## src/atsp_pkg.sv

```systemverilog
// Purpose: Shared constants for the trim, marker and pattern register bank
// Assumes: Word-indexed register map, byte address is four times the index
// Notes:   Narrow registers sit in the low bits of the 32-bit bus word
package atsp_pkg;
    // Bus geometry
    localparam int ADDR_W = 14;
    localparam int DATA_W = 32;
    localparam int LANES  = 12;

    // Register indices, byte address is index times four
    localparam logic [11:0] IDX_B1    = 12'h113;
    localparam logic [11:0] IDX_B4    = 12'h142;
    localparam logic [11:0] IDX_B5    = 12'h152;
    localparam logic [11:0] IDX_TSC   = 12'h160;
    localparam logic [11:0] IDX_TSL   = 12'h161;
    localparam logic [11:0] IDX_USER_PATTERN_SAMPLE0 = 12'h180;
    localparam logic [11:0] IDX_CTRL  = 12'h190;
    localparam logic [11:0] IDX_STAT  = 12'h191;

    // Reset values
    localparam logic [7:0]  RST_TSC   = 8'h00;
    localparam logic [7:0]  RST_TSL   = 8'h00;
    localparam logic [15:0] RST_USER_PATTERN_SAMPLE0 = 16'h0000;
    localparam logic [7:0]  RST_CTRL  = 8'h00;

    // Field positions
    localparam int TSC_EN_BIT   = 0;
    localparam int TSL_POS_BIT  = 0;
    localparam int CTRL_LINK    = 0;
    localparam int CTRL_PAT     = 1;
    localparam int CTRL_WID_LO  = 2;
    localparam int UPAT_W       = 12;

    // Output sample width codes
    typedef enum logic [1:0] {
        ATSP_W12 = 2'b00,
        ATSP_W11 = 2'b01,
        ATSP_W8  = 2'b10
    } atsp_width_e;

    // Lane that carries the sample LSB for each width
    localparam logic [3:0] LANE_W12 = 4'h0;
    localparam logic [3:0] LANE_W11 = 4'h1;
    localparam logic [3:0] LANE_W8  = 4'h4;

    // Lowest active lane for a width code, unknown codes act as 12 bits
    function automatic logic [3:0] atsp_lsb_lane(input logic [1:0] w);
        case (w)
            ATSP_W11: atsp_lsb_lane = LANE_W11;
            ATSP_W8:  atsp_lsb_lane = LANE_W8;
            default:  atsp_lsb_lane = LANE_W12;
        endcase
    endfunction
endpackage

```

## src/atsp_regs.sv

```systemverilog
// Purpose: Trim, timestamp marker and user pattern registers with lane output
// Assumes: Classic Wishbone slave, link clock arrives as a plain pin
// Notes:   Fuse trims load once after reset, software may overwrite them
//
// Our own choice: the Wishbone slave port.
`timescale 1ns/1ns

// Contract
// - Bank1 trim applied in single-channel quadrature phase
// - Bank4 trim applied to channel B zero phase
// - Bank5 trim applied to channel B zero phase
// - Trims load from fuses, readable and writable
// - Enable bit swaps sample LSB for marker
// - Marker rides with its sample, same latency
// - Position zero puts marker on lane 0
// - Position one follows sample width LSB lane
// - Pattern sample zero holds twelve bits; the register keeps 16 bits, only the low 12 are sent
// - Pattern mode sends pattern instead of data
module atsp_regs (
    input  wire logic                          clk_i,
    input  wire logic                          rst_i,
    input  wire logic                          wb_cyc_i,
    input  wire logic                          wb_stb_i,
    input  wire logic                          wb_we_i,
    input  wire logic [atsp_pkg::ADDR_W-1:0]   wb_adr_i,
    input  wire logic [3:0]                    wb_sel_i,
    input  wire logic [atsp_pkg::DATA_W-1:0]   wb_dat_i,
    output logic      [atsp_pkg::DATA_W-1:0]   wb_dat_o,
    output logic                               wb_ack_o,
    input  wire logic [7:0]                    fuse_b1_i,
    input  wire logic [7:0]                    fuse_b4_i,
    input  wire logic [7:0]                    fuse_b5_i,
    input  wire logic                          single_chan_i,
    input  wire logic [atsp_pkg::LANES-1:0]    smp_data_i,
    input  wire logic                          smp_marker_i,
    input  wire logic                          smp_valid_i,
    output logic                               smp_ready_o,
    input  wire logic                          link_clk_i,
    output logic [7:0]                         b1_trim_o,
    output logic                               b1_trim_en_o,
    output logic [7:0]                         b4_trim_o,
    output logic [7:0]                         b5_trim_o,
    output logic [atsp_pkg::LANES-1:0]         lane_data_o,
    output logic [atsp_pkg::LANES-1:0]         lane_en_o,
    output logic                               lane_valid_o
);
    import atsp_pkg::*;

    // Register storage
    logic [7:0]        b1_q;       // Bank1 quadrature trim
    logic [7:0]        b4_q;       // Bank4 zero-phase trim
    logic [7:0]        b5_q;       // Bank5 zero-phase trim
    logic [7:0]        tsc_q;      // Marker insert control
    logic [7:0]        tsl_q;      // Marker lane position
    logic [15:0]       upat_q;     // Pattern sample zero
    logic [7:0]        ctrl_q;     // Link, pattern, width
    logic              fuse_ld_q;  // Fuse copy pending
    logic              ack_q;      // Bus acknowledge

    // Link clock synchroniser and edge finder
    logic              lk_s1_q;    // First stage, read by second only
    logic              lk_s2_q;    // Second stage
    logic              lk_s3_q;    // Previous sample for edge

    // Bus decode
    wire [11:0] idx     = wb_adr_i[ADDR_W-1:2];
    wire        req     = wb_cyc_i & wb_stb_i;
    wire        wr_en   = req & wb_we_i & ack_q;
    wire        lane0   = wb_sel_i[0];
    wire        lane1   = wb_sel_i[1];
    wire        hit_b1  = (idx == IDX_B1);
    wire        hit_b4  = (idx == IDX_B4);
    wire        hit_b5  = (idx == IDX_B5);
    wire        hit_tsc = (idx == IDX_TSC);
    wire        hit_tsl = (idx == IDX_TSL);
    wire        hit_up  = (idx == IDX_USER_PATTERN_SAMPLE0);
    wire        hit_ctl = (idx == IDX_CTRL);
    wire        hit_st  = (idx == IDX_STAT);

    // Control fields
    wire        ts_en    = tsc_q[TSC_EN_BIT];
    wire        ts_pos   = tsl_q[TSL_POS_BIT];
    wire        link_en  = ctrl_q[CTRL_LINK];
    wire        test_pattern_select  = ctrl_q[CTRL_PAT];
    wire [1:0]  wid      = ctrl_q[CTRL_WID_LO +: 2];
    wire [3:0]  lsb_lane = atsp_lsb_lane(wid);
    // Marker lane: lane 0 or sample LSB lane
    wire [3:0]  mk_lane  = ts_pos ? lsb_lane : LANE_W12;

    // Buffer connections
    logic [LANES-1:0]  in_word;    // Word offered to buffer
    wire  [LANES-1:0]  bo_data;
    wire               bo_valid;
    wire               link_edge = lk_s2_q & ~lk_s3_q;
    wire               drain     = link_edge & link_en;
    wire               push      = smp_valid_i & smp_ready_o;

    // Status word shows the block's own state
    wire [7:0] stat_w = {4'h0, fuse_ld_q, bo_valid, ~smp_ready_o, lk_s2_q};

    // Read mux, unmapped addresses read as zero
    wire [31:0] rd_word =
        hit_b1  ? {24'h0, b1_q}   :
        hit_b4  ? {24'h0, b4_q}   :
        hit_b5  ? {24'h0, b5_q}   :
        hit_tsc ? {24'h0, tsc_q}  :
        hit_tsl ? {24'h0, tsl_q}  :
        hit_up  ? {16'h0, upat_q} :
        hit_ctl ? {24'h0, ctrl_q} :
        hit_st  ? {24'h0, stat_w} : 32'h0;

    // Lanes that carry live sample bits for the width
    wire [LANES-1:0] width_mask = {LANES{1'b1}} << lsb_lane;

    // Build the outgoing word from data or pattern
    always_comb begin
        in_word = test_pattern_select ? upat_q[UPAT_W-1:0] : smp_data_i;
        if (ts_en && !test_pattern_select) begin
            in_word[mk_lane] = smp_marker_i;
        end
    end

    // Bus acknowledge, one cycle after request, dropped next
    always_ff @(posedge clk_i) begin
        if (rst_i) begin
            ack_q    <= 1'b0;
            wb_dat_o <= 32'h0;
        end else begin
            ack_q <= req & ~ack_q;
            if (req && !ack_q) begin
                wb_dat_o <= rd_word;
            end
        end
    end
    assign wb_ack_o = ack_q;

    // Fuse trims, copied once after reset then software owned
    always_ff @(posedge clk_i) begin
        if (rst_i) begin
            fuse_ld_q <= 1'b1;
        end else begin
            fuse_ld_q <= 1'b0;
        end
    end

    // Trim registers; reset leaves them alone, fuse copy follows
    always_ff @(posedge clk_i) begin
        if (fuse_ld_q && !rst_i) begin
            b1_q <= fuse_b1_i;
            b4_q <= fuse_b4_i;
            b5_q <= fuse_b5_i;
        end else if (wr_en && lane0) begin
            if (hit_b1) begin
                b1_q <= wb_dat_i[7:0];
            end
            if (hit_b4) begin
                b4_q <= wb_dat_i[7:0];
            end
            if (hit_b5) begin
                b5_q <= wb_dat_i[7:0];
            end
        end
    end

    // Control registers, reserved bits kept as written
    always_ff @(posedge clk_i) begin
        if (rst_i) begin
            tsc_q  <= RST_TSC;
            tsl_q  <= RST_TSL;
            ctrl_q <= RST_CTRL;
        end else if (wr_en && lane0) begin
            if (hit_tsc) begin
                tsc_q <= wb_dat_i[7:0];
            end
            if (hit_tsl) begin
                tsl_q <= wb_dat_i[7:0];
            end
            if (hit_ctl) begin
                ctrl_q <= wb_dat_i[7:0];
            end
        end
    end

    // Pattern sample, two byte lanes; writes while linked are not
    // blocked, software must park the link first
    always_ff @(posedge clk_i) begin
        if (rst_i) begin
            upat_q <= RST_USER_PATTERN_SAMPLE0;
        end else if (wr_en && hit_up) begin
            if (lane0) begin
                upat_q[7:0] <= wb_dat_i[7:0];
            end
            if (lane1) begin
                upat_q[15:8] <= wb_dat_i[15:8];
            end
        end
    end

    // Trim outputs toward the sub-converter banks
    always_ff @(posedge clk_i) begin
        if (rst_i) begin
            b1_trim_en_o <= 1'b0;
        end else begin
            b1_trim_en_o <= single_chan_i;
        end
        b1_trim_o <= b1_q;
        b4_trim_o <= b4_q;
        b5_trim_o <= b5_q;
    end

    // Link clock sampled by the system clock
    always_ff @(posedge clk_i) begin
        if (rst_i) begin
            lk_s1_q <= 1'b0;
            lk_s2_q <= 1'b0;
            lk_s3_q <= 1'b0;
        end else begin
            lk_s1_q <= link_clk_i;
            lk_s2_q <= lk_s1_q;
            lk_s3_q <= lk_s2_q;
        end
    end

    // Two-entry buffer between sample source and link; a stopped
    // link fills it and stalls the source instead of losing words
    atsp_buf2 #(
        .W           (LANES)
    ) u_buf (
        .clk_i       (clk_i),
        .rst_i       (rst_i),
        .in_data_i   (in_word),
        .in_valid_i  (smp_valid_i),
        .in_ready_o  (smp_ready_o),
        .out_data_o  (bo_data),
        .out_valid_o (bo_valid),
        .out_ready_i (drain)
    );

    // Lane launch on each link clock rising edge
    always_ff @(posedge clk_i) begin
        if (rst_i) begin
            lane_data_o  <= {LANES{1'b0}};
            lane_valid_o <= 1'b0;
        end else if (!link_en) begin
            lane_valid_o <= 1'b0;
        end else if (link_edge) begin
            lane_valid_o <= bo_valid;
            if (bo_valid) begin
                lane_data_o <= bo_data;
            end
        end
    end

    // Lane enables follow width, lane 0 kept for the marker
    always_ff @(posedge clk_i) begin
        if (rst_i) begin
            lane_en_o <= {LANES{1'b0}};
        end else begin
            lane_en_o <= width_mask |
                {{(LANES-1){1'b0}}, ts_en & ~ts_pos};
        end
    end

    // Checks on the guarded logic

    a_ack_one_cycle: assert property (@(posedge clk_i) disable iff (rst_i)
        ack_q |=> !ack_q)
        else $error("ack held longer than one cycle");

    a_b1_trim_apply: assert property (
        @(posedge clk_i) disable iff (rst_i)
        $past(single_chan_i) && !$past(rst_i) |->
            b1_trim_en_o && b1_trim_o == $past(b1_q))
        else $error("bank1 trim not applied in single channel");

    a_b4_trim_out: assert property (
        @(posedge clk_i) disable iff (rst_i)
        wr_en && lane0 && hit_b4 |=> ##1 b4_trim_o == $past(wb_dat_i[7:0], 2))
        else $error("bank4 trim output does not follow write");

    a_b5_trim_out: assert property (
        @(posedge clk_i) disable iff (rst_i)
        wr_en && lane0 && hit_b5 |=> ##1 b5_trim_o == $past(wb_dat_i[7:0], 2))
        else $error("bank5 trim output does not follow write");

    a_fuse_copy: assert property (
        @(posedge clk_i) disable iff (rst_i)
        $fell(rst_i) |=> b1_q == $past(fuse_b1_i) && b4_q == $past(fuse_b4_i)
            && b5_q == $past(fuse_b5_i))
        else $error("trims not loaded from fuses after reset");

    a_marker_lane: assert property (
        @(posedge clk_i) disable iff (rst_i)
        push && ts_en && !test_pattern_select && ts_pos && wid == ATSP_W8 |->
            in_word[LANE_W8] == smp_marker_i)
        else $error("marker missing from 8-bit LSB lane");

    a_lane0_kept: assert property (
        @(posedge clk_i) disable iff (rst_i)
        ts_en && !ts_pos |=> lane_en_o[0])
        else $error("lane 0 disabled while it carries the marker");

    a_pattern_sent: assert property (
        @(posedge clk_i) disable iff (rst_i)
        push && test_pattern_select |-> in_word == upat_q[UPAT_W-1:0])
        else $error("pattern mode pushed converted data");

    a_upat_store: assert property (
        @(posedge clk_i) disable iff (rst_i)
        wr_en && hit_up && wb_sel_i[1:0] == 2'h3 |=>
            upat_q == $past(wb_dat_i[15:0]))
        else $error("pattern write not stored");

    a_link_off_idle: assert property (@(posedge clk_i) disable iff (rst_i)
        !link_en |=> !lane_valid_o)
        else $error("lane valid while link disabled");

    // Position zero keeps the marker on lane 0 for every width
    a_marker_zero_lane: assert property (
        @(posedge clk_i) disable iff (rst_i)
        push && ts_en && !test_pattern_select && !ts_pos |->
            in_word[LANE_W12] == smp_marker_i)
        else $error("marker missing from lane 0");

    // With position one, eleven-bit samples carry the marker on lane 1
    a_marker_w11_lane: assert property (
        @(posedge clk_i) disable iff (rst_i)
        push && ts_en && !test_pattern_select && ts_pos && wid == ATSP_W11 |->
            in_word[LANE_W11] == smp_marker_i)
        else $error("marker missing from 11-bit LSB lane");

    // Marker off leaves converted data untouched
    a_data_untouched: assert property (
        @(posedge clk_i) disable iff (rst_i)
        push && !ts_en && !test_pattern_select |-> in_word == smp_data_i)
        else $error("sample altered with marker disabled");

    // Buffered word, marker included, leaves on the next launch
    a_lane_launch: assert property (
        @(posedge clk_i) disable iff (rst_i)
        link_en && link_edge && bo_valid |=>
            lane_valid_o && lane_data_o == $past(bo_data))
        else $error("buffered word not launched on link edge");
endmodule

```

## src/atsp_buf2.sv

```systemverilog
// Purpose: Two-entry buffer with valid and ready on both sides
// Assumes: Single clock, synchronous active-high reset
// Notes:   Both ready and valid are registered so they can drive pins
`timescale 1ns/1ns
module atsp_buf2 #(
    parameter int W = 12
) (
    input  wire logic         clk_i,
    input  wire logic         rst_i,
    input  wire logic [W-1:0] in_data_i,
    input  wire logic         in_valid_i,
    output logic              in_ready_o,
    output logic [W-1:0]      out_data_o,
    output logic              out_valid_o,
    input  wire logic         out_ready_i
);
    logic [W-1:0] mem_q [2];   // Entry storage
    logic         wp_q;        // Write slot
    logic         rp_q;        // Read slot
    logic [1:0]   cnt_q;       // Occupancy
    logic [1:0]   cnt_d;       // Next occupancy
    wire          push = in_valid_i & in_ready_o;
    wire          pop  = out_valid_o & out_ready_i;

    assign out_data_o = mem_q[rp_q];
    assign cnt_d = cnt_q + {1'b0, push} - {1'b0, pop};

    // Storage and pointers
    always_ff @(posedge clk_i) begin
        if (push) begin
            mem_q[wp_q] <= in_data_i;
        end
        if (rst_i) begin
            wp_q <= 1'b0;
            rp_q <= 1'b0;
        end else begin
            wp_q <= wp_q ^ push;
            rp_q <= rp_q ^ pop;
        end
    end

    // Registered flags, full stalls the source
    always_ff @(posedge clk_i) begin
        if (rst_i) begin
            cnt_q       <= 2'h0;
            in_ready_o  <= 1'b0;
            out_valid_o <= 1'b0;
        end else begin
            cnt_q       <= cnt_d;
            in_ready_o  <= (cnt_d != 2'h2);
            out_valid_o <= (cnt_d != 2'h0);
        end
    end
endmodule

```

## config.mk

```make
export PLATFORM = sky130hd
export DESIGN_NAME = atsp_regs
export DESIGN_NICKNAME = d
export VERILOG_FILES = /design/src/atsp_pkg.sv /design/src/atsp_regs.sv /design/src/atsp_buf2.sv
export SDC_FILE = /design/constraint.sdc
export NUM_CORES = 1
export LEC_CHECK = 0
export BUFFER_PORTS_ARGS = -buffer_cell sky130_fd_sc_hd__buf_2
export CAP_MARGIN = 15
export CELL_PAD_IN_SITES_DETAIL_PLACEMENT = 0
export CELL_PAD_IN_SITES_GLOBAL_PLACEMENT = 1
export CORE_MARGIN = 2
export CORE_UTILIZATION = 35
export DETAILED_ROUTE_END_ITERATION = 8
export MAX_ROUTING_LAYER = met4
export PLACE_DENSITY_LB_ADDON = 0.25
export SYNTH_ARGS = -nofsm -noshare
export SYNTH_HDL_FRONTEND = slang
export SYNTH_SLANG_ARGS = --single-unit
```

## constraint.sdc

```tcl
create_clock -name clk_i -period 3.3 [get_ports clk_i]
set_input_delay 0.66 -clock clk_i [delete_from_list [all_inputs] [get_ports clk_i]]
set_output_delay 0.66 -clock clk_i [all_outputs]
set_load 0.05 [all_outputs]
```

==> results by group <==
Status
  – Status: finished, final reports clean

Clock network
  – H-tree depth: 4
  – CTS Hold Buffers Added: 0
  – Clock Latency Late Sink: ~420 ps
  – Setup Buffers After CTS: 0
  – CTS root buffer: clkbuf_16
  – CTS tree: done
  – CTS buffer count: 17
  – Worst-case clock buffer depth: 2
  – Reg clk slew, reported paths: 60 ps
  – Clock sinks: 157
  – Resized cells post-CTS: 0

Power
  – Leak: 3.09 nW
  – PwrDens: approximately 550 mW/mm2
  – VDD IR max: ~0.00037 V

STA
  – Worst-Margin Slew: slightly above 700 ps
  – Final Skew: 10.3 ps
  – Period Utilization, post-route: roughly 70%
  – Unrepaired setup endpoints after global routing: false
  – Final Setup Violations: 0
  – F_max: 430 MHz
  – Final Hold Fails: 0
  – Relative slew slack: 52.3%
  – Tmin final: 2330 ps
  – Final slew viol count: 0
  – Setup tns final: 0 ps

Final layout
  – Final Util: 43.2%
  – Fin nets: about 830
  – Share of cells above drive strength 1: roughly 28%
  – Synth-to-layout area growth: 21.3%
  – Fillers: 1769

Detailed routing
  – # DRC: 0
  – Met1 WL: 7.16 mm
  – Met2 wire length: between 7 and 8 mm
  – Via count: roughly 4700
  – Routed Antenna Nets: 0
  – Post-Route WL: ~16 mm
  – Pre-antenna DRT Iters: 4
  – Wire length per cell: between 15 and 20 um
  – DR top layer: met4
  – Via-per-instance ratio: between 4 and 5
  – Met3 wire len: 917 um
  – DR iter-0 viols: 255

Yosys
  – Synth top area share: 34.1%
  – Top post-synthesis cells by area: dfxtp_1, edfxtp_1, mux2i_1
  – Post-synth EDFFs: 48
  – Distinct cells, synth: 58
  – Sequential share of the synthesized area: 56.6%
  – #FFs+latches synth: 157
  – Top_reg_cell synth: dfxtp_1
  – Avg Cell Area, Syn: 10.7 um2
  – Gate Count Post-Synth: roughly 600
  – Cell taking the most area after synthesis: dfxtp_1
  – Post-synth ARST share: 0%
  – Mapped cell area: 0.00640 mm2
  – YS warnings: 0

Setup path
  – Worst Path Buf+Inv: 2
  – WP data arrival: 2630 ps
  – Reg-to-reg slack, setup: 970 ps
  – Setup crit end kind: flip-flop
  – Most Frequent Cell on Critical Path: ha_1
  – WP data required: 3610 ps
  – Top Family by Delay on Critical Path: simple AND/OR/NAND/NOR gates
  – Worst Path Max Fanout: 26
  – Critical Path Start Type: flip-flop
  – Crit-path cells: nor2b_1, and3_1, buf_4, ha_1, inv_1, ha_1, xor2_1, xnor2_1, nor2_1, or2_2
  – CP max-delay cell: dfxtp_1
  – Setup CP Type: reg -> reg
  – Worst path max stage delay: 350 ps

Global route
  – Initial antenna violation count: 0
  – Vias in the first global route: 4702
  – Grt ovf: 0
  – Total GRT Usage: 17.3%
  – First-pass GRT wire length: 25.3 mm
  – Largest net degree at the start of global routing: 70

Floorplan
  – Row count: 49
  – Top Ports: approximately 180
  – Die height: 139 um
  – Core ar.: 0.0180 mm2
  – Die X: 139 um
  – Initial Util: 35.6%
  – Die area: 0.0194 mm2

Worst hold path
  – Hold Path Class: reg -> reg

Placement
  – Port bufs: 142
  – GPL Wtd Cong: about 0.86
  – Hpwl dp: 12.1 mm

Flow run
  – MaxCap Viol Count: 0
[where the power goes]
part	internal (mW)	switching, mW	total, mW
logic	0.0984	0.275	0.373
registers	2.05	0.0218	2.07
clock network	1.05	0.756	1.81
[cell type report]
cell class	count	area (um2)	area share, %
diodes	1	2.50	0.0322
clock buffers	22	454	5.85
clock inverters	10	91.3	1.18
inverters	10	37.5	0.483
multi-input cells	388	2490	32.1
flip-flops and latches	157	3620	46.7
well taps	229	287	3.69
repair buffers	151	778	10.0
[routing by layer]
metal	track usage (%)	up-vias
met5	-	-
met4	6.01	0
met3	4.13	20
met2	27.3	133
met1	21.8	2213
li1	-	2330
[placed cells by master, fill, tap and decap left out, types with 2 or more instances in the layout]
master | Yosys | final
a211oi_1 | 13 | 13
a21oi_1 | 17 | 17
a221oi_1 | 5 | 5
a22oi_1 | 11 | 11
a311o_1 | 2 | 2
a31oi_1 | 6 | 6
a32oi_1 | 4 | 4
and2_1 | 2 | 2
and3_1 | 2 | 2
buf_2 | 2 | 142
buf_4 | 24 | 9
clkbuf_1 | 23 | 4
clkbuf_16 | 0 | 17
clkinv_2 | 0 | 2
clkinvlp_4 | 0 | 4
conb_1 | 1 | 16
dfxtp_1 | 109 | 109
edfxtp_1 | 48 | 48
ha_1 | 6 | 6
inv_1 | 10 | 10
mux2_2 | 18 | 18
mux2i_1 | 52 | 52
nand2_1 | 81 | 81
nand3_1 | 2 | 2
nand4b_1 | 3 | 3
nand4bb_1 | 2 | 2
nor2_1 | 79 | 79
nor2b_1 | 7 | 7
nor3_1 | 5 | 5
nor3_4 | 2 | 2
nor4_4 | 3 | 3
o21ai_0 | 19 | 19
o32a_1 | 3 | 3
or2_2 | 2 | 2
or4_1 | 2 | 2
xnor2_1 | 2 | 2
[logic make-up (layout without fill, tap and decap cells)]
kind of cell,count (synthesis),in the layout,share of synthesized area [%]
XOR/XNOR,3,3,0.410
multiplexers,70,70,11.3
flip-flops,157,157,56.6
adder cells (fa/ha/maj),6,6,1.17
buffers and inverters,66,193,5.45
AO/OA/AOI/OAI,89,89,9.44
other,1,17,0.0586
AND/OR/NAND/NOR,204,204,15.6
[path summary, 6_finish.rpt]
| check | from | to | cells after the start |
|---|---|---|---|
| max | lk_s2_q | u_buf.out_valid_o | 10 |
| min | b5_q[4] | b5_trim_o[4] | 0 |
| max reg2reg | lk_s2_q | u_buf.out_valid_o | 10 |
| min reg2reg | b5_q[4] | b5_trim_o[4] | 0 |
[per-stage QoR]
| stage | worst slack (ps) | instance area, um2 | cells | power, mW | hold slack (ps) |
|---|---|---|---|---|---|
| global placement | 660 | 7220 | 935 | 2.48 | 352 |
| detailed placement | 642 | 7220 | 935 | 2.49 | 349 |
| global route | 786 | 7760 | 967 | 4.40 | 372 |
| finish | 973 | 7760 | 968 | 4.25 | 363 |
| floorplan | 780 | 6460 | 611 | 2.38 | 342 |
| CTS | 962 | 7760 | 967 | 4.29 | 366 |
[state kept, by name (all words and copies together), names as in the netlist, 2 cells and up]
signal	flops
b5_trim_o	8
b5_q	8
b4_q	8
b1_q	8
lane_data_o	12
u_buf.mem_q	24
b4_trim_o	8
tsc_q	8
lane_en_o	4
b1_trim_o	8
u_buf.cnt_q	2
ctrl_q	8
tsl_q	8
upat_q	16
wb_dat_o	16
[synth_stat cells, drive strengths merged, types with 4 or more instances]
library cell / instances
clkbuf: 24
a22oi: 11
inv: 10
mux2i: 52
mux2: 18
nor4: 4
buf: 32
a31oi: 6
nor2b: 7
a32oi: 4
o21ai: 19
nand2: 81
dfxtp: 109
a221oi: 5
a211oi: 13
a21oi: 17
nor2: 79
edfxtp: 48
ha: 6
nor3: 7
Power figures use the tool's default switching activity.
